**src/inc/vtm_pkg.sv**
```systemverilog
// Constants for the velocity threshold mode select block
// Overview of operation
// - Velocity is the measured time between two successive step pulses.
// - Step interval is always normalised to 256 microsteps per full step.
// - Interval is compared against quiet PWM, high velocity and adaptive thresholds.
// - Comparisons use hysteresis of one sixteenth or one thirty-second.
// - Hysteresis band sits above threshold velocity, i.e. below interval.
// - Current scale is run level while moving, hold level at standstill.
// - Modes switch purely from comparisons, no software action per transition.
// - Standstill flag sets (2^20)-1 clocks after last step pulse.
// - Interval reported in clocks, saturates at (2^20)-1 on overflow or standstill.
// - Adaptive current on, voltage PWM off between high and adaptive thresholds.
// - Hysteresis select bit: 0 gives 1/16, 1 gives 1/32.
`default_nettype none
package vtm_pkg;
	localparam int INTERVAL_W = 20;
	localparam logic [19:0] INTERVAL_MAX = 20'hFFFFF;
	localparam int USTEP_FULL = 256;
	localparam int USTEP_SEL_W = 4;
	localparam int HYST_SHIFT_COARSE = 4;
	localparam int HYST_SHIFT_FINE = 5;
	localparam int CURRENT_W = 5;
	localparam int CLK_MHZ = 125;
endpackage
`default_nettype wire

```
**src/hw/vtm_velocity_mode.sv**
```systemverilog
// Velocity threshold mode select: step interval measurement and mode decisions
`default_nettype none
module vtm_velocity_mode #(
	parameter int STANDSTILL_CYCLES = 1048576
) (
	input wire logic clk,
	input wire logic reset,
	input wire logic step_pulse,
	input wire logic [3:0] ustep_shift,
	input wire logic [19:0] quiet_pwm_interval_threshold,
	input wire logic [19:0] high_velocity_interval_threshold,
	input wire logic [19:0] adaptive_current_interval_threshold,
	input wire logic small_hysteresis,
	input wire logic quiet_pwm_configured,
	input wire logic adaptive_current_configured,
	input wire logic [4:0] run_current_scale,
	input wire logic [4:0] hold_current_scale,
	output logic [19:0] step_interval_measured,
	output logic standstill,
	output logic quiet_pwm_active,
	output logic adaptive_current_active,
	output logic high_velocity_active,
	output logic [4:0] current_scale
);
	// ustep_shift: log2 of 256 / selected microstep resolution (0..8)

	// Standstill count must fit the saturating interval counter
	initial begin
		if (STANDSTILL_CYCLES < 2 || STANDSTILL_CYCLES > 1048576)
			$error("STANDSTILL_CYCLES out of range");
	end

	// Interval width fixed by the threshold ports
	initial begin
		if (vtm_pkg::INTERVAL_W != 20)
			$error("interval width does not match threshold ports");
	end

	// ***********************************************
	// Interval measurement
	// ***********************************************
	logic [20:0] count;
	logic [20:0] scaled;
	logic update;
	logic saturate;

	// Counting one step of coarse resolution equals 2^shift fine steps
	always_comb begin
		scaled = count >> ustep_shift;
	end

	assign saturate = (count == 21'(STANDSTILL_CYCLES - 1)) && !step_pulse;

	always_ff @(posedge clk or posedge reset) begin
		if (reset)
			count <= '0;
		else if (step_pulse)
			count <= 21'h000001;
		else if (count != 21'(STANDSTILL_CYCLES))
			count <= count + 21'h000001;
	end

	always_ff @(posedge clk or posedge reset) begin
		if (reset)
			step_interval_measured <= vtm_pkg::INTERVAL_MAX;
		else if (step_pulse)
			step_interval_measured <= (scaled > 21'(vtm_pkg::INTERVAL_MAX)) ?
				vtm_pkg::INTERVAL_MAX : scaled[19:0];
		else if (saturate)
			step_interval_measured <= vtm_pkg::INTERVAL_MAX;
	end

	always_ff @(posedge clk or posedge reset) begin
		if (reset)
			standstill <= 1'b1;
		else if (step_pulse)
			standstill <= 1'b0;
		else if (saturate)
			standstill <= 1'b1;
	end

	always_ff @(posedge clk or posedge reset) begin
		if (reset)
			update <= 1'b0;
		else
			update <= step_pulse | saturate;
	end

	// ***********************************************
	// Threshold comparison with hysteresis
	// ***********************************************
	logic [19:0] hyst;
	logic [20:0] upper_lim;
	logic [19:0] thr [3];
	logic [2:0] slow;

	// Fast side needs interval plus hysteresis below threshold
	// Band between the two switch points holds the last result
	always_comb begin
		hyst = small_hysteresis ? (step_interval_measured >> vtm_pkg::HYST_SHIFT_FINE) :
			(step_interval_measured >> vtm_pkg::HYST_SHIFT_COARSE);
		upper_lim = {1'b0, step_interval_measured} + {1'b0, hyst};
	end

	assign thr[0] = quiet_pwm_interval_threshold;
	assign thr[1] = high_velocity_interval_threshold;
	assign thr[2] = adaptive_current_interval_threshold;

	// slow[i]: interval at or above threshold, i.e. velocity at or below limit
	generate
		for (genvar i = 0; i < 3; i++) begin : g_cmp
			always_ff @(posedge clk or posedge reset) begin
				if (reset)
					slow[i] <= 1'b1;
				else if (update) begin
					if (step_interval_measured >= thr[i])
						slow[i] <= 1'b1;
					else if (upper_lim < {1'b0, thr[i]})
						slow[i] <= 1'b0;
				end
			end
		end
	endgenerate

	// ***********************************************
	// Mode outputs
	// ***********************************************
	logic in_adaptive_band;
	logic fast_high;
	// High velocity region: interval below threshold, taken with hysteresis
	assign fast_high = !slow[1];
	// Adaptive band: between high and adaptive thresholds, both ends included
	assign in_adaptive_band = !fast_high && (!slow[2] || step_interval_measured == thr[2]);

	always_ff @(posedge clk or posedge reset) begin
		if (reset) begin
			quiet_pwm_active <= 1'b0;
			adaptive_current_active <= 1'b0;
			high_velocity_active <= 1'b0;
		end else begin
			high_velocity_active <= fast_high;
			adaptive_current_active <= adaptive_current_configured && in_adaptive_band
				&& !standstill;
			quiet_pwm_active <= quiet_pwm_configured && slow[0] && !in_adaptive_band
				&& !fast_high;
		end
	end

	// ***********************************************
	// Current selection
	// ***********************************************
	always_ff @(posedge clk or posedge reset) begin
		if (reset)
			current_scale <= '0;
		else
			current_scale <= standstill ? hold_current_scale : run_current_scale;
	end

	// ***********************************************
	// Checks
	// ***********************************************
	// Measurement and standstill
	chk_stst_after_step: assert property (@(posedge clk) disable iff (reset)
		step_pulse |=> !standstill) else $error("standstill not cleared by step");

	chk_sat_value: assert property (@(posedge clk) disable iff (reset)
		saturate |=> step_interval_measured == vtm_pkg::INTERVAL_MAX && standstill)
		else $error("no saturation at standstill");

	chk_cnt_stop: assert property (@(posedge clk) disable iff (reset)
		count <= 21'(STANDSTILL_CYCLES)) else $error("interval counter ran past stop");

	chk_interval_norm: assert property (@(posedge clk) disable iff (reset)
		step_pulse && scaled <= 21'(vtm_pkg::INTERVAL_MAX)
		|=> {1'b0, step_interval_measured} == $past(scaled))
		else $error("interval not normalised");

	// Threshold comparisons
	chk_cmp_hold: assert property (@(posedge clk) disable iff (reset)
		!update |=> $stable(slow)) else $error("compare changed without update");

	chk_slow_set: assert property (@(posedge clk) disable iff (reset)
		update && step_interval_measured >= thr[0] |=> slow[0])
		else $error("compare result not set");

	chk_fast_set: assert property (@(posedge clk) disable iff (reset)
		update && upper_lim < {1'b0, thr[1]} |=> !slow[1])
		else $error("fast result not set beyond hysteresis");

	chk_hyst_hold: assert property (@(posedge clk) disable iff (reset)
		update && step_interval_measured < thr[1] && upper_lim >= {1'b0, thr[1]}
		|=> $stable(slow[1]))
		else $error("hysteresis band not held");

	// Current and mode outputs
	chk_cur_sel: assert property (@(posedge clk) disable iff (reset)
		standstill && $stable(hold_current_scale) |=> current_scale == $past(hold_current_scale))
		else $error("hold current not applied");

	chk_run_cur: assert property (@(posedge clk) disable iff (reset)
		!standstill |=> current_scale == $past(run_current_scale))
		else $error("run current not applied");

	chk_band_pwm: assert property (@(posedge clk) disable iff (reset)
		adaptive_current_active |-> !quiet_pwm_active)
		else $error("voltage PWM active in adaptive band");

	chk_high_excl: assert property (@(posedge clk) disable iff (reset)
		high_velocity_active |-> !quiet_pwm_active && !adaptive_current_active)
		else $error("other mode active at high velocity");

	chk_high_mode: assert property (@(posedge clk) disable iff (reset)
		!slow[1] |=> high_velocity_active) else $error("high velocity not flagged");

	// ***********************************************
	// Covers
	// ***********************************************
	cov_stst: cover property (@(posedge clk) disable iff (reset) saturate);
	cov_high: cover property (@(posedge clk) disable iff (reset) $rose(high_velocity_active));
	cov_adapt: cover property (@(posedge clk) disable iff (reset) $rose(adaptive_current_active));
	cov_quiet: cover property (@(posedge clk) disable iff (reset) $fell(quiet_pwm_active));
	cov_band: cover property (@(posedge clk) disable iff (reset)
		update && step_interval_measured < thr[0] && upper_lim >= {1'b0, thr[0]});
endmodule
`default_nettype wire

```
**config.mk**
```make
export PLATFORM = sky130hd
export DESIGN_NAME = vtm_velocity_mode
export DESIGN_NICKNAME = d
export VERILOG_FILES = /design/src/inc/vtm_pkg.sv /design/src/hw/vtm_velocity_mode.sv
export SDC_FILE = /design/constraint.sdc
export NUM_CORES = 1
export LEC_CHECK = 0
export BUFFER_PORTS_ARGS = -buffer_cell sky130_fd_sc_hd__buf_4
export CORE_ASPECT_RATIO = 1.2
export CORE_UTILIZATION = 59
export DETAILED_ROUTE_END_ITERATION = 10
export PLACE_DENSITY = 0.82
export SLEW_MARGIN = 10
export SYNTH_ARGS = -nofsm -noshare
export SYNTH_HDL_FRONTEND = slang
export SYNTH_SLANG_ARGS = --single-unit
export TNS_END_PERCENT = 10
```
**constraint.sdc**
```tcl
create_clock -name clk -period 4.75 [get_ports clk]
set_input_delay 0.2375 -clock clk [delete_from_list [all_inputs] [get_ports clk]]
set_output_delay 0.2375 -clock clk [all_outputs]
set_load 0.05 [all_outputs]
```
## Yosys cells after proc, flatten, opt, wreduce, memory -nomap -nowiden

Index checks and enable logic that the tools add are counted.
W data, S select, Z words.

| operators by class | value |
|---|---|
| bitwise gates (word level) | 1 |
| shift operators | 1 |
| reductions and logical operators | 21 |
| $add $sub $neg | 2 |
| muxes and demuxes | 15 |
| magnitude comparators | 7 |
| eq/ne operators | 3 |

Operators by type and width:

| kind | number |
|---|---|
| $lt A21 B20 Y1 | 3 |
| $ge A20 B20 Y1 | 3 |
| $mux W20 | 3 |
| $mux W21 | 2 |
| $add A20 B16 Y21 | 1 |
| $add A21 B1 Y21 const B | 1 |
| $eq A21 B20 Y1 const B | 1 |
| $gt A21 B20 Y1 const B | 1 |
| $ne A21 B21 Y1 const B | 1 |
| $shr A21 B4 Y21 | 1 |
| $eq A20 B20 Y1 | 1 |
| $mux W16 | 1 |
| $reduce_bool A2 Y1 | 5 |
| $mux W1 | 8 |
| $logic_and A1 B1 Y1 | 7 |
| $reduce_and A2 Y1 | 3 |
| $logic_not A1 Y1 | 5 |
| $mux W5 | 1 |
| $logic_or A1 B1 Y1 | 1 |
| $or A1 B1 Y1 | 1 |

| word-level totals | value |
|---|---|
| output and inout bits | 29 |
| logic and storage cells | 61 |
| register bits | 54 |
| input port bits | 80 |

## Longest topological paths before layout

| depth | value |
|---|---|
| word-level depth | 6 |
| gate-level depth with buffers | 18 |
| mapped depth without buffers | 17 |

## Worst setup path after synthesis

No wires, ideal clock.

| path | value |
|---|---|
| path kind | input to register |
| from | input small_hysteresis |
| to | register slow[0] |
| arrival time | 3.966 ns |
| library setup time | 0.084 ns |
| stages | 18 |
| path slack | 0.701 ns |
| required time | 4.666 ns |
| path buffers | 2 |
| path through | clkbuf_1 > clkbuf_1 > mux2i_1 > inv_1 > ha_1 > a211oi_1 > o21ai_1 > a31o_2 > or2_2 > a41oi_2 > xnor2_1 > ha_1 > a21oi_1 > a21boi_0 > o21ai_0 > a21oi_1 > a221o_1 > a311o_1 |

| on the way | value |
|---|---|
| cells in the longest elaborated chain, start to end | 5 |

RTL lines:

| item | RTL line | source |
|---|---|---|
| from (decl) | vtm_velocity_mode.sv:13 | `input wire logic small_hysteresis,` |
| $mux W16 | vtm_velocity_mode.sv:100 | `hyst = small_hysteresis ? (step_interval_measured >> vtm_pkg::HYST_SHIFT_FINE) :` |
| $add A20 B16 Y21 | vtm_velocity_mode.sv:102 | `upper_lim = {1'b0, step_interval_measured} + {1'b0, hyst};` |
| $lt A21 B20 Y1 | vtm_velocity_mode.sv:118 | `else if (upper_lim < {1'b0, thr[i]})` |
| $reduce_bool A2 Y1 (no source line) | - |  |
| $reduce_and A2 Y1 (no source line) | - |  |
| to (signal, indexed assignment) | vtm_velocity_mode.sv:114 | `slow[i] <= 1'b1;` |
| to (signal, indexed assignment) | vtm_velocity_mode.sv:117 | `slow[i] <= 1'b1;` |
| to (signal, indexed assignment) | vtm_velocity_mode.sv:119 | `slow[i] <= 1'b0;` |
| to (decl) | vtm_velocity_mode.sv:95 | `logic [2:0] slow;` |

No other way between the ends.
A chain may end at the register's enable or synchronous reset.

## Worst setup path after layout

| path | value |
|---|---|
| from | register step_interval_measured[5] |
| to | register slow[0] |

| on the way | value |
|---|---|
| cells in the longest elaborated chain, start to end | 5 |

RTL lines:

| item | RTL line | source |
|---|---|---|
| from (decl) | vtm_velocity_mode.sv:18 | `output logic [19:0] step_interval_measured,` |
| from (signal assigned) | vtm_velocity_mode.sv:65 | `step_interval_measured <= vtm_pkg::INTERVAL_MAX;` |
| from (signal assigned) | vtm_velocity_mode.sv:67 | `step_interval_measured <= (scaled > 21'(vtm_pkg::INTERVAL_MAX)) ?` |
| from (signal assigned) | vtm_velocity_mode.sv:70 | `step_interval_measured <= vtm_pkg::INTERVAL_MAX;` |
| $mux W16 | vtm_velocity_mode.sv:100 |  |
| $add A20 B16 Y21 | vtm_velocity_mode.sv:102 |  |
| $lt A21 B20 Y1 | vtm_velocity_mode.sv:118 |  |
| $reduce_bool A2 Y1 (no source line) | - |  |
| $reduce_and A2 Y1 (no source line) | - |  |

Parallel ways exist; a longest one is shown, timed or not.

==> results.md <==
Yosys:
- The distinct cell type count after synthesis is 66.
- The net count of the mapped netlist is 1031.
- By area the synthesized netlist is led by sky130_fd_sc_hd__ha_1 (24%), sky130_fd_sc_hd__dfrtp_1 (11%), sky130_fd_sc_hd__dfstp_2 (9.0%).
- The number of warning messages in the yosys log is 0.
- Summed over all instances, the cell type with the most area after synthesis is sky130_fd_sc_hd__ha_1.
- Summed over its instances, the top area cell type makes up 24.1% of the synthesized netlist area.
- After synthesis the cells add up to 7020 um2.
- The commonest register cell after synthesis is sky130_fd_sc_hd__dfrtp_1.
- Of all flip-flops after synthesis, the portion carrying an async set or reset was 100%.
- The synthesized instance count is 815.
- The number of enable flip-flop cells after synthesis is 0.
- After synthesis, flip-flops and latches occupy 19.7% of the total area.
- After synthesis the netlist holds a flip-flop and latch count of 54.
- The mean area per synthesized cell is 8.62 um2.

Pwr:
- The cell leakage power is 3.94 nW.
- VDD sags by at most 194 uV.
- The power density relative to cell area is 240 nW/um2.

Drt:
- The average vias per placed instance is 5.92.
- The DRC violation total after the first TritonRoute iteration is 238.
- Wires add up to 16900 um.
- In the routed design, unresolved DRC markers number 0.
- The number of vias in the routed layout is 6242.
- For this run, the detailed router's first-pass iteration total came to 5.
- The average wire length per cell after detail routing is 16.0 um.
- The antenna violation net count after detailed routing is 0.

Global route:
- The number of global-route vias before repair is 5996.
- The largest net degree at the start of global routing is 55.
- Across every metal layer, demand over resource in global routing totals 28.5%.
- The initial antenna violation count was 0.
- Summed over all layers, the global routing overflow is 0.
- The first global-routing pass estimated 27800 um of wire.

Final layout:
- Relative to the synthesized area, the layout overhead comes to 14.0%.
- The net total in the final layout is 1112.
- Leaving out fill and tap cells, the most frequent cell in the layout is sky130_fd_sc_hd__ha_1.
- The antenna cell count is 0.
- The library cells used most frequently in the layout, excluding fill and tap cells, are sky130_fd_sc_hd__ha_1 (135), sky130_fd_sc_hd__buf_4 (109), sky130_fd_sc_hd__inv_1 (73).
- Counting the fill cells in the layout gives 994.
- The utilization after layout is 69.2%.
- Cells with a size suffix above 1 make up 21.6% of the layout.

Run status:
- The flow ran to the end, and the final reports show no timing, DRC or antenna violations.

CTS:
- Post-CTS repair changed the size of 0 cells.
- Counting the buffers created by CTS gives 5.
- The insertion delay of the later-clocked pin in the worst-skew pair is 300 ps.
- The TritonCTS clock tree is done.
- In this run the clock root is driven by a sky130_fd_sc_hd__clkbuf_16.
- The TritonCTS sink count is 54.
- The post-CTS setup buffer count is 0.
- Counting along the longest clock path gives a buffer depth of 2.
- The number of buffers added to fix hold violations after cts is 0.
- The clock edge transition at the registers on the reported setup and hold paths is 80 ps.
- The H-tree was split into 2 levels.

Floorplanning:
- The die area is 12300 um2.
- The initialized floorplan defines 43 standard-cell rows.
- The region available for standard cell placement spans 11600 um2.
- Once the floorplan was initialized, standard cells occupied 60.7% of the core.
- The die is 122 um tall.
- The die is 102 um wide.
- The I/O pin count is 109.

Placement:
- The number of buffers inserted by port buffering is 108.
- The total half-perimeter wirelength after legalization and detailed placement is 13800 um.
- The weighted congestion at the end of routability-driven global placement is 0.865.

Job:
- Max-cap violations in this run came to 0.

STA:
- The routed design could run at a clock period as short as 4360 ps.
- The worst clock skew is 13.0 ps.
- Measured against its own limit, the worst slew margin works out to 34.4%.
- At the pin with the least slew margin, the transition time is 985 ps.
- The max-slew violation count is 0.
- Dividing the final minimum period by the clock period gives 91.7%.
- The number of setup violations in the final report is 0.
- The count of final hold-check violations was 0.
- Setup repair after global routing left no endpoint under its margin.
- The highest clock rate is 230 MHz.
- The total negative slack is 0 ps.

Setup path:
- For the worst flop-to-flop path, the logic depth is 16.
- The end of the worst register-to-register path is slow[0].
- The worst setup path is launched from a register.
- The largest fanout on the critical path is 8.
- The required time of the critical path is 4990 ps.
- The origin of the critical flop-to-flop path is step_interval_measured[5].
- The register-to-register path setup slack is 390 ps.
- The start-to-end type of the worst setup path is register to register.
- The endpoint kind of the worst setup timing path is a register.
- At the worst endpoint, the arrival time is 4590 ps.

Hold path:
- The worst hold path class is input pin to asynchronous set/reset pin.
-- registers in the layout, indices dropped and copies added (netlist names) --
register and flops:
count 21, step_interval_measured 20, current_scale 5, slow 3
adaptive_current_active 1, high_velocity_active 1, quiet_pwm_active 1, standstill 1
update 1
-- worst max-delay path, cell delays in order, from the launching register on --
cell and delay (ps):
sky130_fd_sc_hd__dfstp_2 630, sky130_fd_sc_hd__mux2_2 180, sky130_fd_sc_hd__ha_1 170, sky130_fd_sc_hd__inv_1 60, sky130_fd_sc_hd__fa_1 410, sky130_fd_sc_hd__nand2b_1 180
sky130_fd_sc_hd__a211oi_1 410, sky130_fd_sc_hd__o21ai_0 210, sky130_fd_sc_hd__nand2b_1 130, sky130_fd_sc_hd__a21oi_1 90, sky130_fd_sc_hd__xnor2_1 280, sky130_fd_sc_hd__ha_1 310
sky130_fd_sc_hd__and4_1 200, sky130_fd_sc_hd__a221oi_1 230, sky130_fd_sc_hd__o21ai_0 190, sky130_fd_sc_hd__a221o_1 360, sky130_fd_sc_hd__a311o_1 270
-- per-stage QoR --
stage	cells	hold slack [ps]	setup slack (ps)	total power [mW]	instance area, um2
5_1_grt	1054	153	131	2.07	8000
4_1_cts	1054	130	461	1.93	8000
3_5_place_dp	1046	459	462	1.54	7850
3_3_place_gp	1046	455	525	1.52	7850
2_1_floorplan	815	370	701	1.27	7020
6_report	1054	119	395	1.92	8000
-- layout make-up --
| class | instances | area [um2] | share of cell area [%] |
|---|---|---|---|
| Clock buffer | 5 | 125 | 1.56 |
| Clock inverter | 3 | 26.3 | 0.328 |
| Inverter | 74 | 278 | 3.47 |
| Multi-Input combinational cell | 652 | 5180 | 64.7 |
| Sequential cell | 54 | 1380 | 17.3 |
| Tap cell | 157 | 196 | 2.45 |
| Timing Repair Buffer | 109 | 818 | 10.2 |
-- layer usage --
| metal | vias to the layer above | global-route usage, % | wire length, um |
|---|---|---|---|
| li1 | 3129 | - | - |
| met1 | 2928 | 33.8 | 7140 |
| met2 | 150 | 52.3 | 8560 |
| met3 | 35 | 2.53 | 591 |
| met4 | 0 | 11.2 | 581 |
| met5 | - | 0 | 0 |
-- synthesized netlist by cell type, types with 7 or more instances --
master,instances
sky130_fd_sc_hd__a211oi_1,8
sky130_fd_sc_hd__a21o_1,12
sky130_fd_sc_hd__a21oi_1,56
sky130_fd_sc_hd__a2bb2oi_2,13
sky130_fd_sc_hd__buf_2,15
sky130_fd_sc_hd__clkbuf_1,16
sky130_fd_sc_hd__dfrtp_1,30
sky130_fd_sc_hd__dfstp_2,24
sky130_fd_sc_hd__ha_1,135
sky130_fd_sc_hd__inv_1,74
sky130_fd_sc_hd__mux2_2,21
sky130_fd_sc_hd__mux2i_1,28
sky130_fd_sc_hd__nand2_1,59
sky130_fd_sc_hd__nand2b_1,7
sky130_fd_sc_hd__nand3_1,31
sky130_fd_sc_hd__nand4_1,7
sky130_fd_sc_hd__nor2_1,70
sky130_fd_sc_hd__nor3_1,11
sky130_fd_sc_hd__o211ai_1,11
sky130_fd_sc_hd__o21a_1,16
sky130_fd_sc_hd__o21ai_0,51
sky130_fd_sc_hd__xnor2_1,16
sky130_fd_sc_hd__xor2_1,17
-- power breakdown --
group	total (mW)	internal (mW)	switching [mW]	leakage, nW
logic	0.981	0.418	0.563	3.22
clock network	0.371	0.200	0.171	0.0748
registers	0.568	0.507	0.0607	0.647
total	1.92	1.13	0.795	3.94
-- logic make-up after synthesis --
group / Yosys count / share of synthesized area [%]
adders and majority gates: 136 / 24.3
buffers and inverters: 109 / 6.59
and+or+nand+nor: 218 / 14.9
xor gates and xnor gates: 33 / 4.12
AOI/OAI and AO/OA: 209 / 20.7
muxes: 56 / 9.66
DFF: 54 / 19.7
-- how the worst max path moves through the flow --
| stage | from | endpoint | slack (ps) |
|---|---|---|---|
| floorplan | small_hysteresis | slow[0] | 700 |
| global placement | step_interval_measured[5] | slow[0] | 530 |
| detailed placement | step_interval_measured[5] | slow[2] | 460 |
| CTS | step_interval_measured[5] | slow[2] | 460 |
| global route | step_interval_measured[5] | slow[2] | 130 |
| finish | step_interval_measured[5] | slow[0] | 390 |
Power figures use the tool's default switching activity.
